`src/pkg/drrtm_pkg.sv`:
```
// Constants and types shared by the row repair and thermal mode register block.
package drrtm_pkg;
    localparam logic [5:0] ADDR_REFRESH_THERMAL_REPAIR = 6'h04;
    localparam logic [5:0] ADDR_BANK_SPARE_ROW         = 6'h19;
    localparam int         NUM_BANKS                   = 8;
    localparam int         BANK_W                      = 3;
    localparam int         ROW_W                       = 17;
    localparam int         REFRESH_RATE_LSB            = 0;
    localparam int         SELF_REFRESH_CANCEL_BIT     = 3;
    localparam int         REPAIR_ENTRY_BIT            = 4;
    localparam int         THERMAL_OFFSET_LSB          = 5;
    localparam int         TEMP_UPDATE_FLAG_BIT        = 7;
    localparam logic [2:0] RATE_LOW_LIMIT              = 3'h0;
    localparam logic [2:0] RATE_1X                     = 3'h3;
    localparam logic [2:0] RATE_QUARTER_DERATED        = 3'h6;
    localparam logic [2:0] RATE_HIGH_LIMIT             = 3'h7;
    localparam logic [1:0] THERMAL_OFFSET_RESERVED     = 2'h3;
    localparam logic [7:0] SPARE_ROWS_RESET            = 8'hFF;
    localparam int         CLOCK_MHZ                   = 125;
    localparam int         CLOCK_PERIOD_PS             = 8000;
    localparam int         REPAIR_PROGRAM_TIME_MS      = 1000;
    localparam longint     REPAIR_PROGRAM_CYCLES       =
        longint'(REPAIR_PROGRAM_TIME_MS) * 1000 * CLOCK_MHZ;
    localparam int         NEW_ADDRESS_SETTLE_TIME_US  = 50;
    localparam int         NEW_ADDRESS_SETTLE_CYCLES   = NEW_ADDRESS_SETTLE_TIME_US * CLOCK_MHZ;
    localparam int         REPAIR_EXIT_TIME_NS         = 15;
    localparam int         REPAIR_EXIT_CYCLES          =
        (REPAIR_EXIT_TIME_NS * 1000 + CLOCK_PERIOD_PS - 1) / CLOCK_PERIOD_PS;
    localparam int         CNT_W                       = 32;
    typedef enum logic [1:0] {
        DRRTM_CMD_NOP,
        DRRTM_CMD_ACTIVATE,
        DRRTM_CMD_PRECHARGE,
        DRRTM_CMD_MODE_WRITE
    } drrtm_cmd_t;
    typedef enum {
        DRRTM_IDLE,
        DRRTM_ARMED,
        DRRTM_PROGRAM,
        DRRTM_EXIT_WAIT,
        DRRTM_DONE,
        DRRTM_SETTLE
    } drrtm_state_t;
endpackage

```
`src/pkg/drrtm_fuse_if.sv`:
```
// Link between the repair sequencer and the spare row fuse store.
`timescale 1ns/1ps
interface drrtm_fuse_if;
    import drrtm_pkg::*;
    logic                 burn;
    logic [BANK_W-1:0]    bank;
    logic [ROW_W-1:0]     row;
    logic [NUM_BANKS-1:0] spare_free;
    modport ctrl (output burn, output bank, output row, input spare_free);
    modport store (input burn, input bank, input row, output spare_free);
endinterface

```
`src/hdl/drrtm_fuse_store.sv`:
```
// Spare row fuse store: one remembered repaired row per bank.
`timescale 1ns/1ps
module drrtm_fuse_store (
    input  wire logic clock,
    input  wire logic arst_n,
    drrtm_fuse_if.store fuse
);
    import drrtm_pkg::*;
    logic [ROW_W-1:0]     repaired_row [NUM_BANKS];
    logic [ROW_W-1:0]     next_repaired_row [NUM_BANKS];
    logic [NUM_BANKS-1:0] spare_free;
    logic [NUM_BANKS-1:0] next_spare_free;
    // Outside reset free bits only ever clear; arst_n sets them all back to free.
    always_comb begin
        next_spare_free   = spare_free;
        next_repaired_row = repaired_row;
        if (fuse.burn && spare_free[fuse.bank]) begin
            next_spare_free[fuse.bank]   = 1'b0;
            next_repaired_row[fuse.bank] = fuse.row;
        end
    end
    always_ff @(posedge clock or negedge arst_n) begin
        if (!arst_n) begin
            spare_free <= SPARE_ROWS_RESET;
            for (int i = 0; i < NUM_BANKS; i++) begin
                repaired_row[i] <= '0;
            end
        end else begin
            spare_free   <= next_spare_free;
            repaired_row <= next_repaired_row;
        end
    end
    assign fuse.spare_free = spare_free;
endmodule

```
`src/hdl/drrtm_mode_regs.sv`:
```
// Mode registers for row repair and thermal reporting, with the repair sequencer.
//
// Behaviour
// Delays expire when nanoseconds and clocks elapse.
// Spare row register shows one availability bit per bank.
// At most one repaired row per bank.
// Controller avoids accidental repair entry.
// All banks precharged before repair entry; the code still enters with a bank open and raises repair_fault.
// Set repair bit, wait settle delay.
// Wait repair program time before precharge.
// Wait repair exit time after precharge.
// Exit by clearing bit; settle before commands.
// Repeat whole sequence per further address.
// Verify repair by write and readback.
// Refresh rate field codes as encoded.
// Code 011 means 85C; bit2 means hotter.
// Derating needed reports code 110.
// Bit 3 enables self refresh cancel; the code honours it only when density_12gb is set.
// Bit 4 enters or leaves repair mode.
// Bits 6:5 select thermal offset.
// Update flag set on change, read clears.
// Flag zero at power-up; rate valid after init.
// Writes update only bits 6:3.
// Codes 000 and 111 flag unsafe operation.
// Controller applies derated timings when hot.
// Only repair commands while in repair mode; the code faults other commands only in DRRTM_PROGRAM.
`timescale 1ns/1ps
module drrtm_mode_regs #(
    parameter longint PROGRAM_CYCLES = drrtm_pkg::REPAIR_PROGRAM_CYCLES,
    parameter int     SETTLE_CYCLES  = drrtm_pkg::NEW_ADDRESS_SETTLE_CYCLES
) (
    input  wire logic                          clock,
    input  wire logic                          arst_n,
    input  wire drrtm_pkg::drrtm_cmd_t         cmd,
    input  wire logic [5:0]                    cmd_addr,
    input  wire logic [7:0]                    cmd_wdata,
    input  wire logic                          cmd_read,
    input  wire logic [drrtm_pkg::BANK_W-1:0]  cmd_bank,
    input  wire logic [drrtm_pkg::ROW_W-1:0]   cmd_row,
    input  wire logic                          all_banks_idle,
    input  wire logic                          init_done,
    input  wire logic [2:0]                    sensed_rate,
    input  wire logic                          density_12gb,
    output logic [7:0]                         rd_data,
    output logic                               rd_valid,
    output logic                               repair_mode,
    output logic                               repair_busy,
    output logic                               self_refresh_cancel,
    output logic [1:0]                         thermal_offset,
    output logic                               derate_needed,
    output logic                               temp_unsafe,
    output logic                               above_85c,
    output logic                               repair_fault
);
    import drrtm_pkg::*;
    drrtm_fuse_if fuse ();
    drrtm_state_t     state;
    drrtm_state_t     next_state;
    logic [CNT_W-1:0] count;
    logic [CNT_W-1:0] next_count;
    logic [BANK_W-1:0] tgt_bank;
    logic [BANK_W-1:0] next_tgt_bank;
    logic [ROW_W-1:0]  tgt_row;
    logic [ROW_W-1:0]  next_tgt_row;
    logic             burn;
    logic             next_burn;
    logic             next_repair_fault;
    logic             next_repair_mode;
    logic             next_repair_busy;
    logic             next_self_refresh_cancel;
    logic [1:0]       next_thermal_offset;
    logic [2:0]       rate;
    logic [2:0]       next_rate;
    logic             temp_update_flag;
    logic             next_temp_update_flag;
    logic             next_derate_needed;
    logic             next_temp_unsafe;
    logic             next_above_85c;
    logic [7:0]       next_rd_data;
    logic             next_rd_valid;
    logic             mode_wr;
    logic             mode_rd;
    assign mode_wr = (cmd == DRRTM_CMD_MODE_WRITE) && !cmd_read;
    assign mode_rd = (cmd == DRRTM_CMD_MODE_WRITE) && cmd_read;
    assign fuse.burn = burn;
    assign fuse.bank = tgt_bank;
    assign fuse.row  = tgt_row;
    drrtm_fuse_store u_store (
        .clock  (clock),
        .arst_n (arst_n),
        .fuse   (fuse)
    );
    // Mode register file; only bits 6:3 are writable.
    always_comb begin
        next_self_refresh_cancel = self_refresh_cancel;
        next_thermal_offset      = thermal_offset;
        next_repair_mode         = repair_mode;
        next_rate                = init_done ? sensed_rate : RATE_1X;
        next_temp_update_flag    = temp_update_flag;
        next_rd_data             = rd_data;
        next_rd_valid            = 1'b0;
        if (mode_wr && cmd_addr == ADDR_REFRESH_THERMAL_REPAIR) begin
            next_self_refresh_cancel = cmd_wdata[SELF_REFRESH_CANCEL_BIT] && density_12gb;
            next_repair_mode = cmd_wdata[REPAIR_ENTRY_BIT];
            // The reserved offset code is refused so the thermal trim stays defined.
            if (cmd_wdata[THERMAL_OFFSET_LSB+:2] != THERMAL_OFFSET_RESERVED) begin
                next_thermal_offset = cmd_wdata[THERMAL_OFFSET_LSB+:2];
            end
        end
        if (mode_rd) begin
            next_rd_valid = 1'b1;
            if (cmd_addr == ADDR_REFRESH_THERMAL_REPAIR) begin
                next_rd_data = {temp_update_flag, thermal_offset, repair_mode,
                                self_refresh_cancel, rate};
                next_temp_update_flag = 1'b0;
            end else if (cmd_addr == ADDR_BANK_SPARE_ROW) begin
                next_rd_data = fuse.spare_free;
            end else begin
                next_rd_data = 8'h00;
            end
        end
        // A rate change in the same cycle as a read keeps the flag set.
        if (init_done && next_rate != rate) begin
            next_temp_update_flag = 1'b1;
        end
        next_derate_needed = (next_rate == RATE_QUARTER_DERATED);
        next_temp_unsafe   = (next_rate == RATE_LOW_LIMIT) || (next_rate == RATE_HIGH_LIMIT);
        next_above_85c     = next_rate[2];
    end
    // Repair sequencer: arms on entry, burns after the program time, then settles.
    always_comb begin
        next_state        = state;
        next_count        = (count != '0) ? count - 1'b1 : count;
        next_tgt_bank     = tgt_bank;
        next_tgt_row      = tgt_row;
        next_burn         = 1'b0;
        next_repair_fault = repair_fault;
        case (state)
            DRRTM_IDLE: begin
                if (next_repair_mode && !repair_mode) begin
                    next_repair_fault = !all_banks_idle;
                    next_state = DRRTM_ARMED;
                end
            end
            DRRTM_ARMED: begin
                if (cmd == DRRTM_CMD_ACTIVATE) begin
                    next_tgt_bank = cmd_bank;
                    next_tgt_row  = cmd_row;
                    next_count    = CNT_W'(PROGRAM_CYCLES);
                    next_state    = DRRTM_PROGRAM;
                end else if (!next_repair_mode) begin
                    next_count = CNT_W'(SETTLE_CYCLES);
                    next_state = DRRTM_SETTLE;
                end
            end
            DRRTM_PROGRAM: begin
                if (cmd == DRRTM_CMD_PRECHARGE) begin
                    // An early precharge aborts the burn, leaving the spare row unused.
                    if (count == '0) begin
                        next_burn = 1'b1;
                    end else begin
                        next_repair_fault = 1'b1;
                    end
                    next_count = CNT_W'(REPAIR_EXIT_CYCLES);
                    next_state = DRRTM_EXIT_WAIT;
                end else if (cmd != DRRTM_CMD_NOP) begin
                    next_repair_fault = 1'b1;
                end
            end
            DRRTM_EXIT_WAIT: begin
                if (count == '0) begin
                    next_state = DRRTM_DONE;
                end
            end
            DRRTM_DONE: begin
                if (!next_repair_mode) begin
                    next_count = CNT_W'(SETTLE_CYCLES);
                    next_state = DRRTM_SETTLE;
                end
            end
            DRRTM_SETTLE: begin
                if (count == '0) begin
                    next_state = DRRTM_IDLE;
                end
            end
            default: next_state = DRRTM_IDLE;
        endcase
        next_repair_busy = (next_state != DRRTM_IDLE);
    end
    always_ff @(posedge clock or negedge arst_n) begin
        if (!arst_n) begin
            self_refresh_cancel <= 1'b0;
            thermal_offset      <= 2'h0;
            repair_mode         <= 1'b0;
            rate                <= RATE_1X;
            temp_update_flag    <= 1'b0;
            rd_data             <= 8'h00;
            rd_valid            <= 1'b0;
            state               <= DRRTM_IDLE;
            count               <= '0;
            tgt_bank            <= '0;
            tgt_row             <= '0;
            burn                <= 1'b0;
            repair_fault        <= 1'b0;
            repair_busy         <= 1'b0;
            derate_needed       <= 1'b0;
            temp_unsafe         <= 1'b0;
            above_85c           <= 1'b0;
        end else begin
            self_refresh_cancel <= next_self_refresh_cancel;
            thermal_offset      <= next_thermal_offset;
            repair_mode         <= next_repair_mode;
            rate                <= next_rate;
            temp_update_flag    <= next_temp_update_flag;
            rd_data             <= next_rd_data;
            rd_valid            <= next_rd_valid;
            state               <= next_state;
            count               <= next_count;
            tgt_bank            <= next_tgt_bank;
            tgt_row             <= next_tgt_row;
            burn                <= next_burn;
            repair_fault        <= next_repair_fault;
            repair_busy         <= next_repair_busy;
            derate_needed       <= next_derate_needed;
            temp_unsafe         <= next_temp_unsafe;
            above_85c           <= next_above_85c;
        end
    end
endmodule

```
`config.mk`:
```
export PLATFORM = sky130hd
export DESIGN_NAME = drrtm_mode_regs
export DESIGN_NICKNAME = d
export VERILOG_FILES = /design/src/pkg/drrtm_pkg.sv /design/src/pkg/drrtm_fuse_if.sv /design/src/hdl/drrtm_fuse_store.sv /design/src/hdl/drrtm_mode_regs.sv
export SDC_FILE = /design/constraint.sdc
export NUM_CORES = 1
export LEC_CHECK = 0
export BUFFER_PORTS_ARGS = -buffer_cell sky130_fd_sc_hd__buf_4
export CORE_MARGIN = 2
export CORE_UTILIZATION = 57
export CTS_CLUSTER_SIZE = 40
export DETAILED_ROUTE_END_ITERATION = 10
export PLACE_DENSITY_LB_ADDON = 0.3
export REMOVE_ABC_BUFFERS = 1
export SLEW_MARGIN = 20
export SYNTH_ARGS = -nofsm -noshare
export SYNTH_HDL_FRONTEND = slang
export SYNTH_SLANG_ARGS = --single-unit
```
`constraint.sdc`:
```
create_clock -name clock -period 3.2 [get_ports clock]
set_input_delay 0.8 -clock clock [delete_from_list [all_inputs] [get_ports clock]]
set_output_delay 0.8 -clock clock [all_outputs]
set_load 0.05 [all_outputs]
```
# Yosys cells after proc, flatten, opt, wreduce, memory -nomap -nowiden
# Index checks and enable logic that the tools add are counted.
# totals
word_cells	96
reg_bits	98
# op_classes
eq_ne	17
reduce_logical	25
magnitude_cmp	2
add_sub_neg	1
bitwise_logic	2
muxes	32
# ops
op	count
two-way mux 32 bit	10
case mux 32 bit (6 select lines)	1
case mux 32 bit (3 select lines)	1
== test 32 x 2 -> 1 bit (second input constant)	2
== test 32 x 3 -> 1 bit (second input constant)	2
logical NOT 32 bit	2
nonzero test 32 bit	2
== test 32 x 1 -> 1 bit (second input constant)	1
subtractor 32 x 1 -> 32 bit (second input constant)	1
two-way mux 8 bit	2
two-way mux 1 bit	14
bitwise AND 8 bit	1
logical AND 1 bit	8
inverter 8 bit	1
nonzero test 2 bit	4
== test 3 bit (second input constant)	2
== test 6 x 3 -> 1 bit (second input constant)	1
== test 6 x 5 -> 1 bit (second input constant)	1
inequality test 3 bit (second input constant)	2
AND reduction 2 bit	3
== test 2 bit (second input constant)	2
< comparator 3 x 4 -> 1 bit (second input constant)	1
inequality test 2 bit (second input constant)	2
AND reduction 4 bit	1
other kinds (10)	12

# Longest topological paths before layout
# Gate-level depths: netlist (run 1).
# depth
ltp_word	8
ltp_mapped	8
mapped_depth_nobuf	7

# Modules after synthesis
# From an unflattened synthesis (run 1), not the netlist that was laid out.
# hier_totals
hier_cells	422
hier_area_um2	4819.6
# modules_own_cells
module	instances	area_each_um2	cells_per_inst
drrtm_mode_regs	1	4511.8	401
drrtm_fuse_store	1	307.8	21

# Worst setup path before layout (run 1)
# OpenSTA, ideal clock, no wires.
# synth_path
path_kind	input to register
start	in cmd_addr[0]
end	reg count[18]
path_stages	7
setup_ps	122
slack_ps	466
t_arrival_ps	2613
n_path_buf	1
cell_sequence	nor4b_1 -> a31oi_1 -> nor2_1 -> inv_1 -> a221oi_1 -> buf_2 -> nor2_1
# synth_between
elab_chain_len	6
# synth_lines
item	line_no	rtl
from (decl)	drrtm_mode_regs.sv:35	input wire logic [5:0] cmd_addr,
== test 6 x 3 -> 1 bit (*)	drrtm_mode_regs.sv:102	if (mode_wr && cmd_addr == ADDR_REFRESH_THERMAL_REPAIR) begin
logical AND 1 bit (*)	drrtm_mode_regs.sv:102	
two-way mux 1 bit (*)	drrtm_mode_regs.sv:102	
net next_repair_mode	drrtm_mode_regs.sv:68	logic next_repair_mode;
two-way mux 32 bit (*)	drrtm_mode_regs.sv:151, drrtm_mode_regs.sv:176	
two-way mux 32 bit	drrtm_mode_regs.sv:146	if (cmd == DRRTM_CMD_ACTIVATE) begin
case mux 32 bit (3 select lines) (*)	drrtm_mode_regs.sv:138	case (state)
net next_count[18]	drrtm_mode_regs.sv:60	logic [CNT_W-1:0] next_count;
to (signal assigned)	drrtm_mode_regs.sv:218	count <= next_count;
to (decl)	drrtm_mode_regs.sv:59	logic [CNT_W-1:0] count;
# The timed path passes the listed nets; every way through them passes the cells marked *.
# A chain may end at the register's enable or synchronous reset.

# Worst setup path after layout (run 1)
# layout_path
start	reg count[25]
end	reg repair_busy
# layout_between
elab_chain_len	4
word_cells_on_any_way	5
# layout_lines
item	line_no	rtl
logical NOT 32 bit (*)	drrtm_mode_regs.sv:171, drrtm_mode_regs.sv:182	
two-way mux 32 bit, on equally long branches	drrtm_mode_regs.sv:182, drrtm_mode_regs.sv:171	
case mux 32 bit (6 select lines) (*)	drrtm_mode_regs.sv:138	
net next_state[0]	drrtm_mode_regs.sv:58	drrtm_state_t next_state;
nonzero test 32 bit (*)	drrtm_mode_regs.sv:188	next_repair_busy = (next_state != DRRTM_IDLE);
net next_repair_busy	drrtm_mode_regs.sv:69	logic next_repair_busy;
to (signal assigned)	drrtm_mode_regs.sv:223	repair_busy <= next_repair_busy;
to (decl)	drrtm_mode_regs.sv:47	output logic repair_busy,
# Marked as above.

==> run summary, run 1 <==
- 0.00885 ns — post-route clock skew
- 24.3% — Tot GR Track Use
- 16.6% — Layout area overhead
- 92.5 microns — vertical extent of the die
- 82.6% — final cycle utilization of the critical path
- 378 MHz — maximum clock rate
- finished, final reports clean — status
- 40.5% — worst slew slack as a fraction of its limit
- 16.4 mm — global-route wire length before repair
- 0.441 ns — worst setup slack after placement
- flip-flop — critical path endpoint category
- 41 — number of I/O port buffers
- 4 — Detailed Routing Iterations Pass 1
- 0 — fin. max-slew vios
- 3 — CTS HTree Levels
- 0 — global-route congestion overflow total
- in -> async — worst hold path class
- simple AND/OR/NAND/NOR gates — combinational family with the most area after synthesis
- 0 — antenna diode count
- sky130_fd_sc_hd__clkbuf_8 — root buffer cell
- 0.557 ns — Worst Setup Slack, final
- 0.859 — final weighted congestion of routability-driven global placement
- 5.2% — combinational share of power
- no — RSZ-0062 raised after global routing
- 413 nW/um^2 — Power Dens Cells
- 552 uW — net switching power of the design
- 0 — number of gates resized after cts
- 0 — number of antenna violations at the first check in global routing
- 97 — CTS sink count
- 2.06 nW — Static Leak
- count[25] — startpoint of the worst setup timing path
- 0 — hold buffer count at CTS
- or4_4 > or4_4 > or4_1 > a22o_1 > nand4bb_1 — series of cell instances along the critical path
- 2.75% — synthesized-area fraction occupied by xor and xnor cells
- 63 — total I/O pin count
- reg -> reg — critical path start-end classification
- 20.4% — area share of and/or/nand/nor cells after synthesis
- 2 — Max clock buf depth
- 4460 sq um — post-synth design cell area
- 5 — Crit path depth
- 2.87 ns — arrival time worst endpoint
- 0 — max_cap viols
- 8550 sq um — Die ar.
- 36.0% — portion of total power attributed to the clock network
- 0 — post-CTS setup buffers
- sky130_fd_sc_hd__dfrtp_1 (87), sky130_fd_sc_hd__buf_4 (49), sky130_fd_sc_hd__conb_1 (29) — highest-count cells in the layout ignoring fill and taps
- sky130_fd_sc_hd__dfrtp_1 — biggest area consumer among synthesized cells
- 0.280% — adder-cell area share of the yosys netlist
- 416 — cell count after synthesis
- 0 — Synthesis Warnings
- 10.7 sq um — Avg Cell Area, Syn
- 9 — crit-path max FO
- 58.8% — fraction of power consumed by sequential logic
- 17.7% — fraction of the mapped netlist area in compound gates
- 32 — number of placement rows
- 0 ns — Fin Setup TNS
- 0.37 ns — insertion delay of the later-clocked pin in the worst-skew pair
- 0.204 mV — largest vdd supply drop
- 100% — share of flip-flops with an asynchronous set or reset
- 25.7% — switching portion of total power
- 1.65% — mux contribution to synthesized area
- 536 — count of nets after finishing
- count[25] — FF-to-FF Start
- 0 — number of enable-type register cells in the synthesized netlist
- sky130_fd_sc_hd__or4_4 — slowest cell on the critical path
- sky130_fd_sc_hd__or4_4 — cell mode on critical path
- 2.64 ns — shortest period the worst path allows
- 0.56 ns — flop2flop setup slack
- 58 — count of distinct cell types in the synthesized netlist
- 51 — pin count of the biggest net entering global routing
- built — clock tree from TritonCTS
- 0 — number of failing hold endpoints at the final stage
- 5 — Worst Reg2Reg Path Length in Cells
- 9.40 mm — total wire length after detailed routing
- sky130_fd_sc_hd__dfrtp_1 — main flop type after synthesis
- 7650 sq um — placeable core region
- 0 — number of failing setup endpoints in the final timing report
- 0 — buffers plus inverters on the worst setup path
- 92.5 microns — Die Width
- 1.60 mW — Pint
- 5.92 — per-cell via count in the routed design
- flip-flop — kind of start point of the critical path
- 0 — DRC violation count after routing
- 3.43 ns — critical path required time
- repair_busy — critical register-to-register path endpoint
- 9 — Num CTS Buffers
- 256 — Starting DRT DRC Count
- 0 — Routed Antenna Nets
- 6.72 mm — Detailed Place HPWL
- 15.7 microns — post-DR wirelength/cell
- 58.4% — Initial Utilization
- 3536 — via count
- sky130_fd_sc_hd__dfrtp_1 (49%), sky130_fd_sc_hd__dfstp_2 (5.9%), sky130_fd_sc_hd__o21ai_0 (2.9%) — largest cells by area after synthesis
- 3432 — vias in the first global route
- sky130_fd_sc_hd__dfrtp_1 — most common library cell in the layout ignoring fill and taps
- 54.7% — sequential fraction of the synthesis area
- repair_busy — termination of the worst setup path
- 0.59 ns — max incr delay on CP
- 48.8% — area share of the largest cell type after synthesis
- 19.0% — share of post-route cells with drive strength above 1
- 0.10 ns — CTS clock-pin slew for the worst setup and hold paths
- 97 — Synth Register Bits
- 0.882 ns — slew of the pin with the lowest slew margin
- simple AND/OR/NAND/NOR gates — cell family contributing the most delay on the critical path
-- worst min path at each step --
stage,start,end
after floorplan,u_store.fuse.spare_free[1],u_store.fuse.spare_free[1]
after CTS,arst_n,fuse.bank[2]
final,arst_n,rd_valid
after global routing,arst_n,state[24]
after global placement,u_store.fuse.spare_free[4],u_store.fuse.spare_free[4]
after detailed placement,u_store.fuse.spare_free[0],u_store.fuse.spare_free[0]
-- cell type report --
cell class | instances | area (sq um)
multi-input cells | 322 | 2010
inverters | 10 | 37.5
repair buffers | 50 | 388
flip-flops and latches | 97 | 2440
well taps | 102 | 128
clock buffers | 9 | 124
clock inverters | 7 | 71.3
fillers | 582 | 2440
-- flip-flops by register name (all words and copies together) (netlist names) --
register                 flops
derate_needed                1
repair_fault                 1
rd_data                      8
thermal_offset               2
fuse.bank                    3
repair_busy                  1
state                       32
rate                         2
rd_valid                     1
burn                         1
temp_unsafe                  1
u_store.fuse.spare_free      8
self_refresh_cancel          1
repair_mode                  1
count                       32
above_85c                    1
temp_update_flag             1
-- synth_stat cells, types with 6 or more instances --
cell type and instances:
sky130_fd_sc_hd__o21a_1 6, sky130_fd_sc_hd__nand2b_1 7, sky130_fd_sc_hd__or3_1 14, sky130_fd_sc_hd__inv_1 10
sky130_fd_sc_hd__nor3_1 9, sky130_fd_sc_hd__dfrtp_1 87, sky130_fd_sc_hd__o31ai_1 12, sky130_fd_sc_hd__a22oi_1 10
sky130_fd_sc_hd__nand3_1 12, sky130_fd_sc_hd__or4_1 14, sky130_fd_sc_hd__dfstp_2 10, sky130_fd_sc_hd__nand2_1 25
sky130_fd_sc_hd__xnor2_1 7, sky130_fd_sc_hd__o21ai_0 26, sky130_fd_sc_hd__clkbuf_1 11, sky130_fd_sc_hd__nor2_1 25
sky130_fd_sc_hd__xor2_1 7, sky130_fd_sc_hd__or2_2 7, sky130_fd_sc_hd__a21oi_1 18, sky130_fd_sc_hd__nor4_1 18
sky130_fd_sc_hd__nand4_1 7
-- power groups by stage --
| stage | Sequential (mW) | Combinational, mW | Clock [mW] |
|---|---|---|---|
| 4_1_cts | 1.26 | 0.112 | 0.795 |
| 5_1_grt | 1.27 | 0.126 | 0.850 |
| 2_1_floorplan | 1.30 | 0.0243 | 0 |
| 6_report | 1.26 | 0.111 | 0.774 |
| 3_3_place_gp | 1.29 | 0.109 | 0 |
| 3_5_place_dp | 1.29 | 0.112 | 0 |
-- cells by family (layout without fill, tap and decap cells) --
group	after synthesis	count (layout)
compound gates	114	114
xor+xnor	14	14
mux	7	7
other cells	1	29
flops	97	97
simple gates	157	157
fa+ha+maj	1	1
buf+inv	25	76
-- per-layer routing --
layer / vias to the layer above / track usage [%] / wire length (microns)
li1: 1715 / - / -
met1: 1703 / 32.0 / 4090
met2: 101 / 40.0 / 4690
met3: 17 / 4.56 / 411
met4: 0 / 9.58 / 204
met5: - / 0 / 0
-- worst register-to-register path: cells and delay by family (launching register included) --
kind            cells  cell delay, ns
compound gates      1            0.23
flops               1            0.45
simple gates        4            1.83
-- metrics by stage --
stage               area (sq um)  instances  total power, mW  utilization [%]  hold WS [ns]
finish                      5200        597             2.15             68.0         0.440
floorplan                   4490        429             1.33                -         0.447
global route                5200        597             2.24             68.0         0.489
global placement            5010        581             1.39             65.5         0.457
CTS                         5200        597             2.17             68.0         0.455
detailed placement          5010        581             1.40             65.5         0.459
Note: power is estimated with default switching activity, not from simulation.
==> run 2: changes to the inputs <==
--- a/config.mk
+++ b/config.mk
@@ -7,7 +7,7 @@
 export LEC_CHECK = 0
 export BUFFER_PORTS_ARGS = -buffer_cell sky130_fd_sc_hd__buf_4
 export CORE_MARGIN = 2
-export CORE_UTILIZATION = 57
+export CORE_UTILIZATION = 51
 export CTS_CLUSTER_SIZE = 40
 export DETAILED_ROUTE_END_ITERATION = 10
 export PLACE_DENSITY_LB_ADDON = 0.3
==> constraint.sdc (replaced) <==
create_clock -name clock -period 2.2 [get_ports clock]
set_input_delay 0.55 -clock clock [delete_from_list [all_inputs] [get_ports clock]]
set_output_delay 0.55 -clock clock [all_outputs]
set_load 0.05 [all_outputs]
==> run 2 against run 1 <==
  * The flow now finishes with violations (negative setup slack)
  * Combinational power increased by 60%
  * Sequential share of layout area fell by 5.1 points
  * Global-route usage is 0.51 points lower
  * Non-clock buffer count is 63 higher
  * Hold slack got worse by 0.29 ns
  * Clock power increased by 64%
  * Clock-buffer cell count unchanged
  * Sequential power up 46%
  * Routed wire length is 16% higher
  * Fmax increased by 9.3%
  * Critical path type unchanged
==> run summary, run 2 (synthesis gave the netlist of run 1 again) <==
- 0.373 mV — largest vdd supply drop, +83%
- -0.236 ns — worst setup slack after placement, -0.677 ns
- -0.22 ns — flop2flop setup slack, -0.77 ns
- 0.0113 ns — post-route clock skew, +0.00245 ns
- -0.218 ns — Worst Setup Slack, final, -0.775 ns
- 7.62 mm — Detailed Place HPWL, +13%
- -2.65 ns — Fin Setup TNS, -2.65 ns
- count[25] — FF-to-FF Start
- 0.894 — final weighted congestion of routability-driven global placement, +4.0%
- 4 — crit-path max FO, -5
- 5480 sq um — dpl cell area, +9.4%
- sky130_fd_sc_hd__buf_4 — most common library cell in the layout ignoring fill and taps
- 599 — count of nets after finishing, +12%
- 23.8% — Tot GR Track Use, -0.51 points
- 21 — number of failing setup endpoints in the final timing report, +21
- 97 — CTS sink count, unchanged
- 0.11 ns — CTS clock-pin slew for the worst setup and hold paths, about the same
- 0 — global-route congestion overflow total, unchanged
- 0 — hold buffer count at CTS, unchanged
- 30.7% — Layout area overhead
- yes — RSZ-0062 raised after global routing
- 414 MHz — maximum clock rate, +9.3%
- 4 — Detailed Routing Iterations Pass 1, unchanged
- 44 — pin count of the biggest net entering global routing, -14%
- 0 — fin. max-slew vios, unchanged
- 2.43 nW — Static Leak, +18%
- count (32), state (32) — registers with the most flip-flops
- 25.4% — switching portion of total power, -0.34 points
- 2.42 ns — shortest period the worst path allows, -0.225 ns
- 16.4 microns — post-DR wirelength/cell, +3.9%
- 5830 sq um — post-route standard cell area excluding fillers, +12%
- 2.68 ns — arrival time worst endpoint, -0.19 ns
- 2.45 mW — Pint, +54%
- 10.9 mm — total wire length after detailed routing, +16%
- negative setup slack — violated checks
- 2 — Max clock buf depth, unchanged
- 0 — number of failing hold endpoints at the final stage, unchanged
- 0 — Routed Antenna Nets, unchanged
- 34 — number of placement rows, +6.3%
- finished, violations left — status
- 51.9% — Initial Utilization, -6.4 points
- flip-flop — critical path endpoint category
- 54.4% — worst slew slack as a fraction of its limit, +14 points
- 3834 — vias in the first global route, +12%
- 56.0% — fraction of power consumed by sequential logic, -2.8 points
- 9520 sq um — Die ar., +11%
- 97.5 microns — Die Width, +5.5%
- 0 — number of antenna violations at the first check in global routing, unchanged
- 110% — final cycle utilization of the critical path, +27 points
- built — clock tree from TritonCTS
- 30.3% — share of post-route cells with drive strength above 1, +11 points
- 3 — CTS HTree Levels, unchanged
- 9 — Num CTS Buffers, unchanged
- sky130_fd_sc_hd__buf_4 (106), sky130_fd_sc_hd__dfrtp_1 (87), sky130_fd_sc_hd__conb_1 (29) — highest-count cells in the layout ignoring fill and taps
- 18.5 mm — global-route wire length before repair, +12%
- 41 — number of I/O port buffers, unchanged
- sky130_fd_sc_hd__clkbuf_8 — root buffer cell
- reg -> reg — critical path start-end classification
- 3875 — via count, +9.6%
- 5 — Worst Reg2Reg Path Length in Cells, unchanged
- 833 uW — net switching power of the design, +51%
- 5.4% — combinational share of power, +0.2 points
- 0.38 ns — insertion delay of the later-clocked pin in the worst-skew pair, about the same
- flip-flop — kind of start point of the critical path
- 272 — Starting DRT DRC Count, +6.3%
- 0.675 ns — slew of the pin with the lowest slew margin, -0.206 ns
- 97.5 microns — vertical extent of the die, +5.5%
- 0 — antenna diode count, unchanged
- 5.82 — per-cell via count in the routed design, -1.8%
- 2.46 ns — critical path required time, -0.97 ns
- 0 — DRC violation count after routing, unchanged
- repair_busy — critical register-to-register path endpoint
- 63 — total I/O pin count, unchanged
- 678 — FILL cells, +16%
- 0 — max_cap viols, unchanged
- 563 nW/um^2 — Power Dens Cells, +36%
- 8590 sq um — placeable core region, +12%
- in -> async — worst hold path class
- 38.6% — portion of total power attributed to the clock network, +2.6 points
## run 2: cell count changes in the layout (fill, tap and decap cells not counted), moves of 3 or more
cell | before | now
sky130_fd_sc_hd__buf_4 | 49 | 106
sky130_fd_sc_hd__buf_6 | 0 | 4
sky130_fd_sc_hd__a2111oi_0 | 5 | 2
sky130_fd_sc_hd__a2111oi_2 | 0 | 3
sky130_fd_sc_hd__nor4_1 | 18 | 15
## run 2: per-stage QoR
stage	std cells	hold slack (ns)	utilization, %	power, mW
finish	666	0.151	67.9	3.28
CTS	664	0.164	66.7	3.31
global route	666	0.182	67.9	3.42
floorplan	429	0.254	-	1.93
global placement	647	0.461	63.7	2.04
detailed placement	647	0.465	63.7	2.05
## run 2: how the worst max path moves through the flow
stage	depth (start not counted)	slack, ns	end	from
final	5	-0.22	repair_busy	count[25]
after global routing	7	-0.30	count[6]	count[25]
after CTS	5	-0.21	repair_busy	count[25]
after detailed placement	5	-0.24	repair_busy	count[25]
after global placement	5	-0.21	repair_busy	count[25]
after floorplan	6	-0.62	count[0]	cmd_addr[0]
## run 2: power groups by stage
stage / Combinational [mW] / Clock [mW] / Sequential (mW)
after floorplan: 0.0353 / 0 / 1.90
after global placement: 0.174 / 0 / 1.87
after detailed placement: 0.178 / 0 / 1.87
after CTS: 0.179 / 1.29 / 1.84
after global routing: 0.200 / 1.37 / 1.84
final: 0.178 / 1.27 / 1.84
## run 2: per-layer routing
layer  GRT usage (%)  wire, microns  vias to the layer above
met5               0              0                        -
met4            7.69            222                        0
met3            4.89            596                       20
met2            38.4           5310                      113
met1            32.4           4760                     1898
li1                -              -                     1844
## run 2: final cells by class
cell class                      count  area (sq um)  share of cell area, %
Multi-Input combinational cell    322          2110                   36.3
Inverter                           10          37.5                  0.644
Clock buffer                        9           124                   2.12
Tap cell                          108           135                   2.32
Sequential cell                    97          2440                   41.8
Clock inverter                      7          95.1                   1.63
Timing Repair Buffer              113           886                   15.2
## run 2: timing repair
item	CTS	global route
endpoints found under the hold margin	0	0
setup endpoints to repair	23	33
pin swaps	2	1
buffers inserted	0	1
gates cloned	1	1
resized for setup	6	22
## run 2: critical path, cell delays in order (launching register included)
cell and delay (ns):
sky130_fd_sc_hd__dfrtp_1 0.40, sky130_fd_sc_hd__or4_4 0.54, sky130_fd_sc_hd__or4_4 0.46, sky130_fd_sc_hd__or4_1 0.52, sky130_fd_sc_hd__a22o_1 0.21, sky130_fd_sc_hd__nand4bb_1 0.17
==> run 3: changes to the inputs <==
--- a/config.mk
+++ b/config.mk
@@ -7,7 +7,7 @@
 export LEC_CHECK = 0
 export BUFFER_PORTS_ARGS = -buffer_cell sky130_fd_sc_hd__buf_4
 export CORE_MARGIN = 2
-export CORE_UTILIZATION = 51
+export CORE_UTILIZATION = 60
 export CTS_CLUSTER_SIZE = 40
 export DETAILED_ROUTE_END_ITERATION = 10
 export PLACE_DENSITY_LB_ADDON = 0.3
==> constraint.sdc (replaced) <==
create_clock -name clock -period 3.1 [get_ports clock]
set_input_delay 0.775 -clock clock [delete_from_list [all_inputs] [get_ports clock]]
set_output_delay 0.775 -clock clock [all_outputs]
set_load 0.05 [all_outputs]
==> run 3 against run 2 <==
  * The run now ends clean
  * Clock-buffer cell count unchanged
  * Setup slack better by 0.55 ns
  * Highest routed layer unchanged
  * Clock skew decreased by 0.0013 ns
  * Via count is 6.5% lower
  * Hold slack improved by 0.24 ns
  * Sequential cell count did not move
  * Utilization up 4.8 points
  * Critical path depth unchanged
  * Design area shrank 10%
  * Combinational power is 35% lower
  * Routed wire length is 11% lower
  * Total power down 30%
==> run summary, run 3 (synthesis gave the netlist of run 1 again) <==
- 90.2 microns — Die Width, -7.5%
- 3622 — via count, -6.5%
- reg -> reg — critical path start-end classification
- 7 — crit-path max FO, +3
- 0 — number of gates resized after cts, -6
- 0 — Routed Antenna Nets, unchanged
- count (32), state (32) — registers with the most flip-flops
- 301 — Starting DRT DRC Count, +11%
- 31 — number of placement rows, -8.8%
- 2.10 nW — Static Leak, -14%
- flip-flop — critical path endpoint category
- 90.2 microns — vertical extent of the die, -7.5%
- 0.391 ns — worst-case hold slack, +0.240 ns
- in -> async — worst hold path class
- 0.38 ns — insertion delay of the later-clocked pin in the worst-skew pair, about the same
- 3.01 ns — arrival time worst endpoint, +0.33 ns
- 0 — number of failing setup endpoints in the final timing report, -100%
- 2.76 ns — shortest period the worst path allows, +0.346 ns
- 541 — count of nets after finishing, -9.7%
- built — clock tree from TritonCTS
- 522 — FILL cells, -23%
- 5.28% — met3 Track Usage GR, +0.39 points
- 0 — global-route congestion overflow total, unchanged
- 17.5% — Layout area overhead
- finished, final reports clean — status
- met2 — layer with the highest usage
- 0 — DRC violation count after routing, unchanged
- 0 — max_cap viols, unchanged
- 0.871 — final weighted congestion of routability-driven global placement, -2.6%
- 0.10 ns — CTS clock-pin slew for the worst setup and hold paths, about the same
- 0 — hold buffer count at CTS, unchanged
- 5 — Detailed Routing Iterations Pass 1, +1
- 0 — fin. max-slew vios, unchanged
- 30.4% — met1 routing resource usage after global routing, -1.9 points
- 3 — CTS HTree Levels, unchanged
- no — RSZ-0062 raised after global routing
- 0.947 ns — slew of the pin with the lowest slew margin, +0.272 ns
- 61.9% — Initial Utilization, +9.9 points
- 8140 sq um — Die ar., -14%
- 63 — total I/O pin count, unchanged
- 0 — antenna diode count, unchanged
- 6.95 mm — Detailed Place HPWL, -8.8%
- 41 — number of I/O port buffers, unchanged
- 7210 sq um — placeable core region, -16%
- 0 — post-CTS setup buffers, unchanged
- 19.8% — share of post-route cells with drive strength above 1, -10 points
- 9.73 mm — total wire length after detailed routing, -11%
- 0.0100 ns — post-route clock skew, -0.00129 ns
- 2 — Max clock buf depth, unchanged
- flip-flop — kind of start point of the critical path
- 0.34 ns — flop2flop setup slack, +0.55 ns
- 89.2% — final cycle utilization of the critical path, -21 points
- 0.372 mV — largest vdd supply drop, -0.19%
- 0 ns — Fin Setup TNS, +2.65 ns
- sky130_fd_sc_hd__dfrtp_1 (87), sky130_fd_sc_hd__buf_4 (55), sky130_fd_sc_hd__conb_1 (29) — highest-count cells in the layout ignoring fill and taps
- 43.2% — GR Layer Usage met2, +4.8 points
- 439 nW/um^2 — Power Dens Cells, -22%
- sky130_fd_sc_hd__clkbuf_8 — root buffer cell
- 16.5 mm — global-route wire length before repair, -10%
- 362 MHz — maximum clock rate, -13%
- 6.05 — per-cell via count in the routed design, +3.9%
- 0 — number of antenna violations at the first check in global routing, unchanged
- 97 — CTS sink count, unchanged
- 48 — pin count of the biggest net entering global routing, +9.1%
- 36.1% — worst slew slack as a fraction of its limit, -18 points
- sky130_fd_sc_hd__dfrtp_1 — most common library cell in the layout ignoring fill and taps
- 25.5% — Tot GR Track Use, +1.7 points
- 3640 — vias in the first global route, -5.1%
- 16.2 microns — post-DR wirelength/cell, -0.67%
- 3.35 ns — critical path required time, +0.89 ns
- 0 — number of failing hold endpoints at the final stage, unchanged
- 9 — Num CTS Buffers, unchanged
run 3: final cells by class:
cell class                      count  area (sq um)  area share [%]
Tap cell                           99           124            2.36
Clock inverter                      7          91.3            1.74
Inverter                           10          37.5           0.716
Sequential cell                    97          2440            46.5
Clock buffer                        9           124            2.36
Timing Repair Buffer               55           413            7.87
Multi-Input combinational cell    322          2010            38.4
run 3: path summary, 6_finish.rpt:
kind | startpoint | end | cells after the start
setup / recovery | count[2] | repair_fault | 5
hold / removal | arst_n | above_85c | 1
setup reg to reg | count[2] | repair_fault | 5
hold reg to reg | u_store.fuse.spare_free[3] | u_store.fuse.spare_free[3] | 1
max in group asynchronous | arst_n | count[18] | 2
min in group clock | u_store.fuse.spare_free[3] | u_store.fuse.spare_free[3] | 1
run 3: stage by stage:
stage | setup slack [ns] | cells | util [%] | power (mW) | instance area [sq um]
4_1_cts | 0.400 | 599 | 72.7 | 2.32 | 5240
6_report | 0.336 | 599 | 72.7 | 2.30 | 5240
3_5_place_dp | 0.207 | 583 | 69.7 | 1.44 | 5030
3_3_place_gp | 0.305 | 583 | 69.7 | 1.44 | 5030
5_1_grt | 0.193 | 599 | 72.7 | 2.39 | 5240
2_1_floorplan | 0.0521 | 429 | - | 1.37 | 4490
run 3: layer usage:
layer / wire length [microns] / vias up
met5: 0 / -
met4: 332 / 0
met3: 522 / 25
met2: 4880 / 114
met1: 4000 / 1759
li1: - / 1724
run 3: critical path, stage by stage, from the launching register on:
cell and delay, ns:
sky130_fd_sc_hd__dfrtp_1 0.44, sky130_fd_sc_hd__or4_1 0.63, sky130_fd_sc_hd__nor4_1 0.53, sky130_fd_sc_hd__nand3_1 0.40, sky130_fd_sc_hd__a2111oi_0 0.54, sky130_fd_sc_hd__a211oi_1 0.09
run 3: power by group:
group,internal [mW],switching (mW)
Clock,0.398,0.486
Combinational,0.0398,0.0755
Sequential,1.29,0.0118
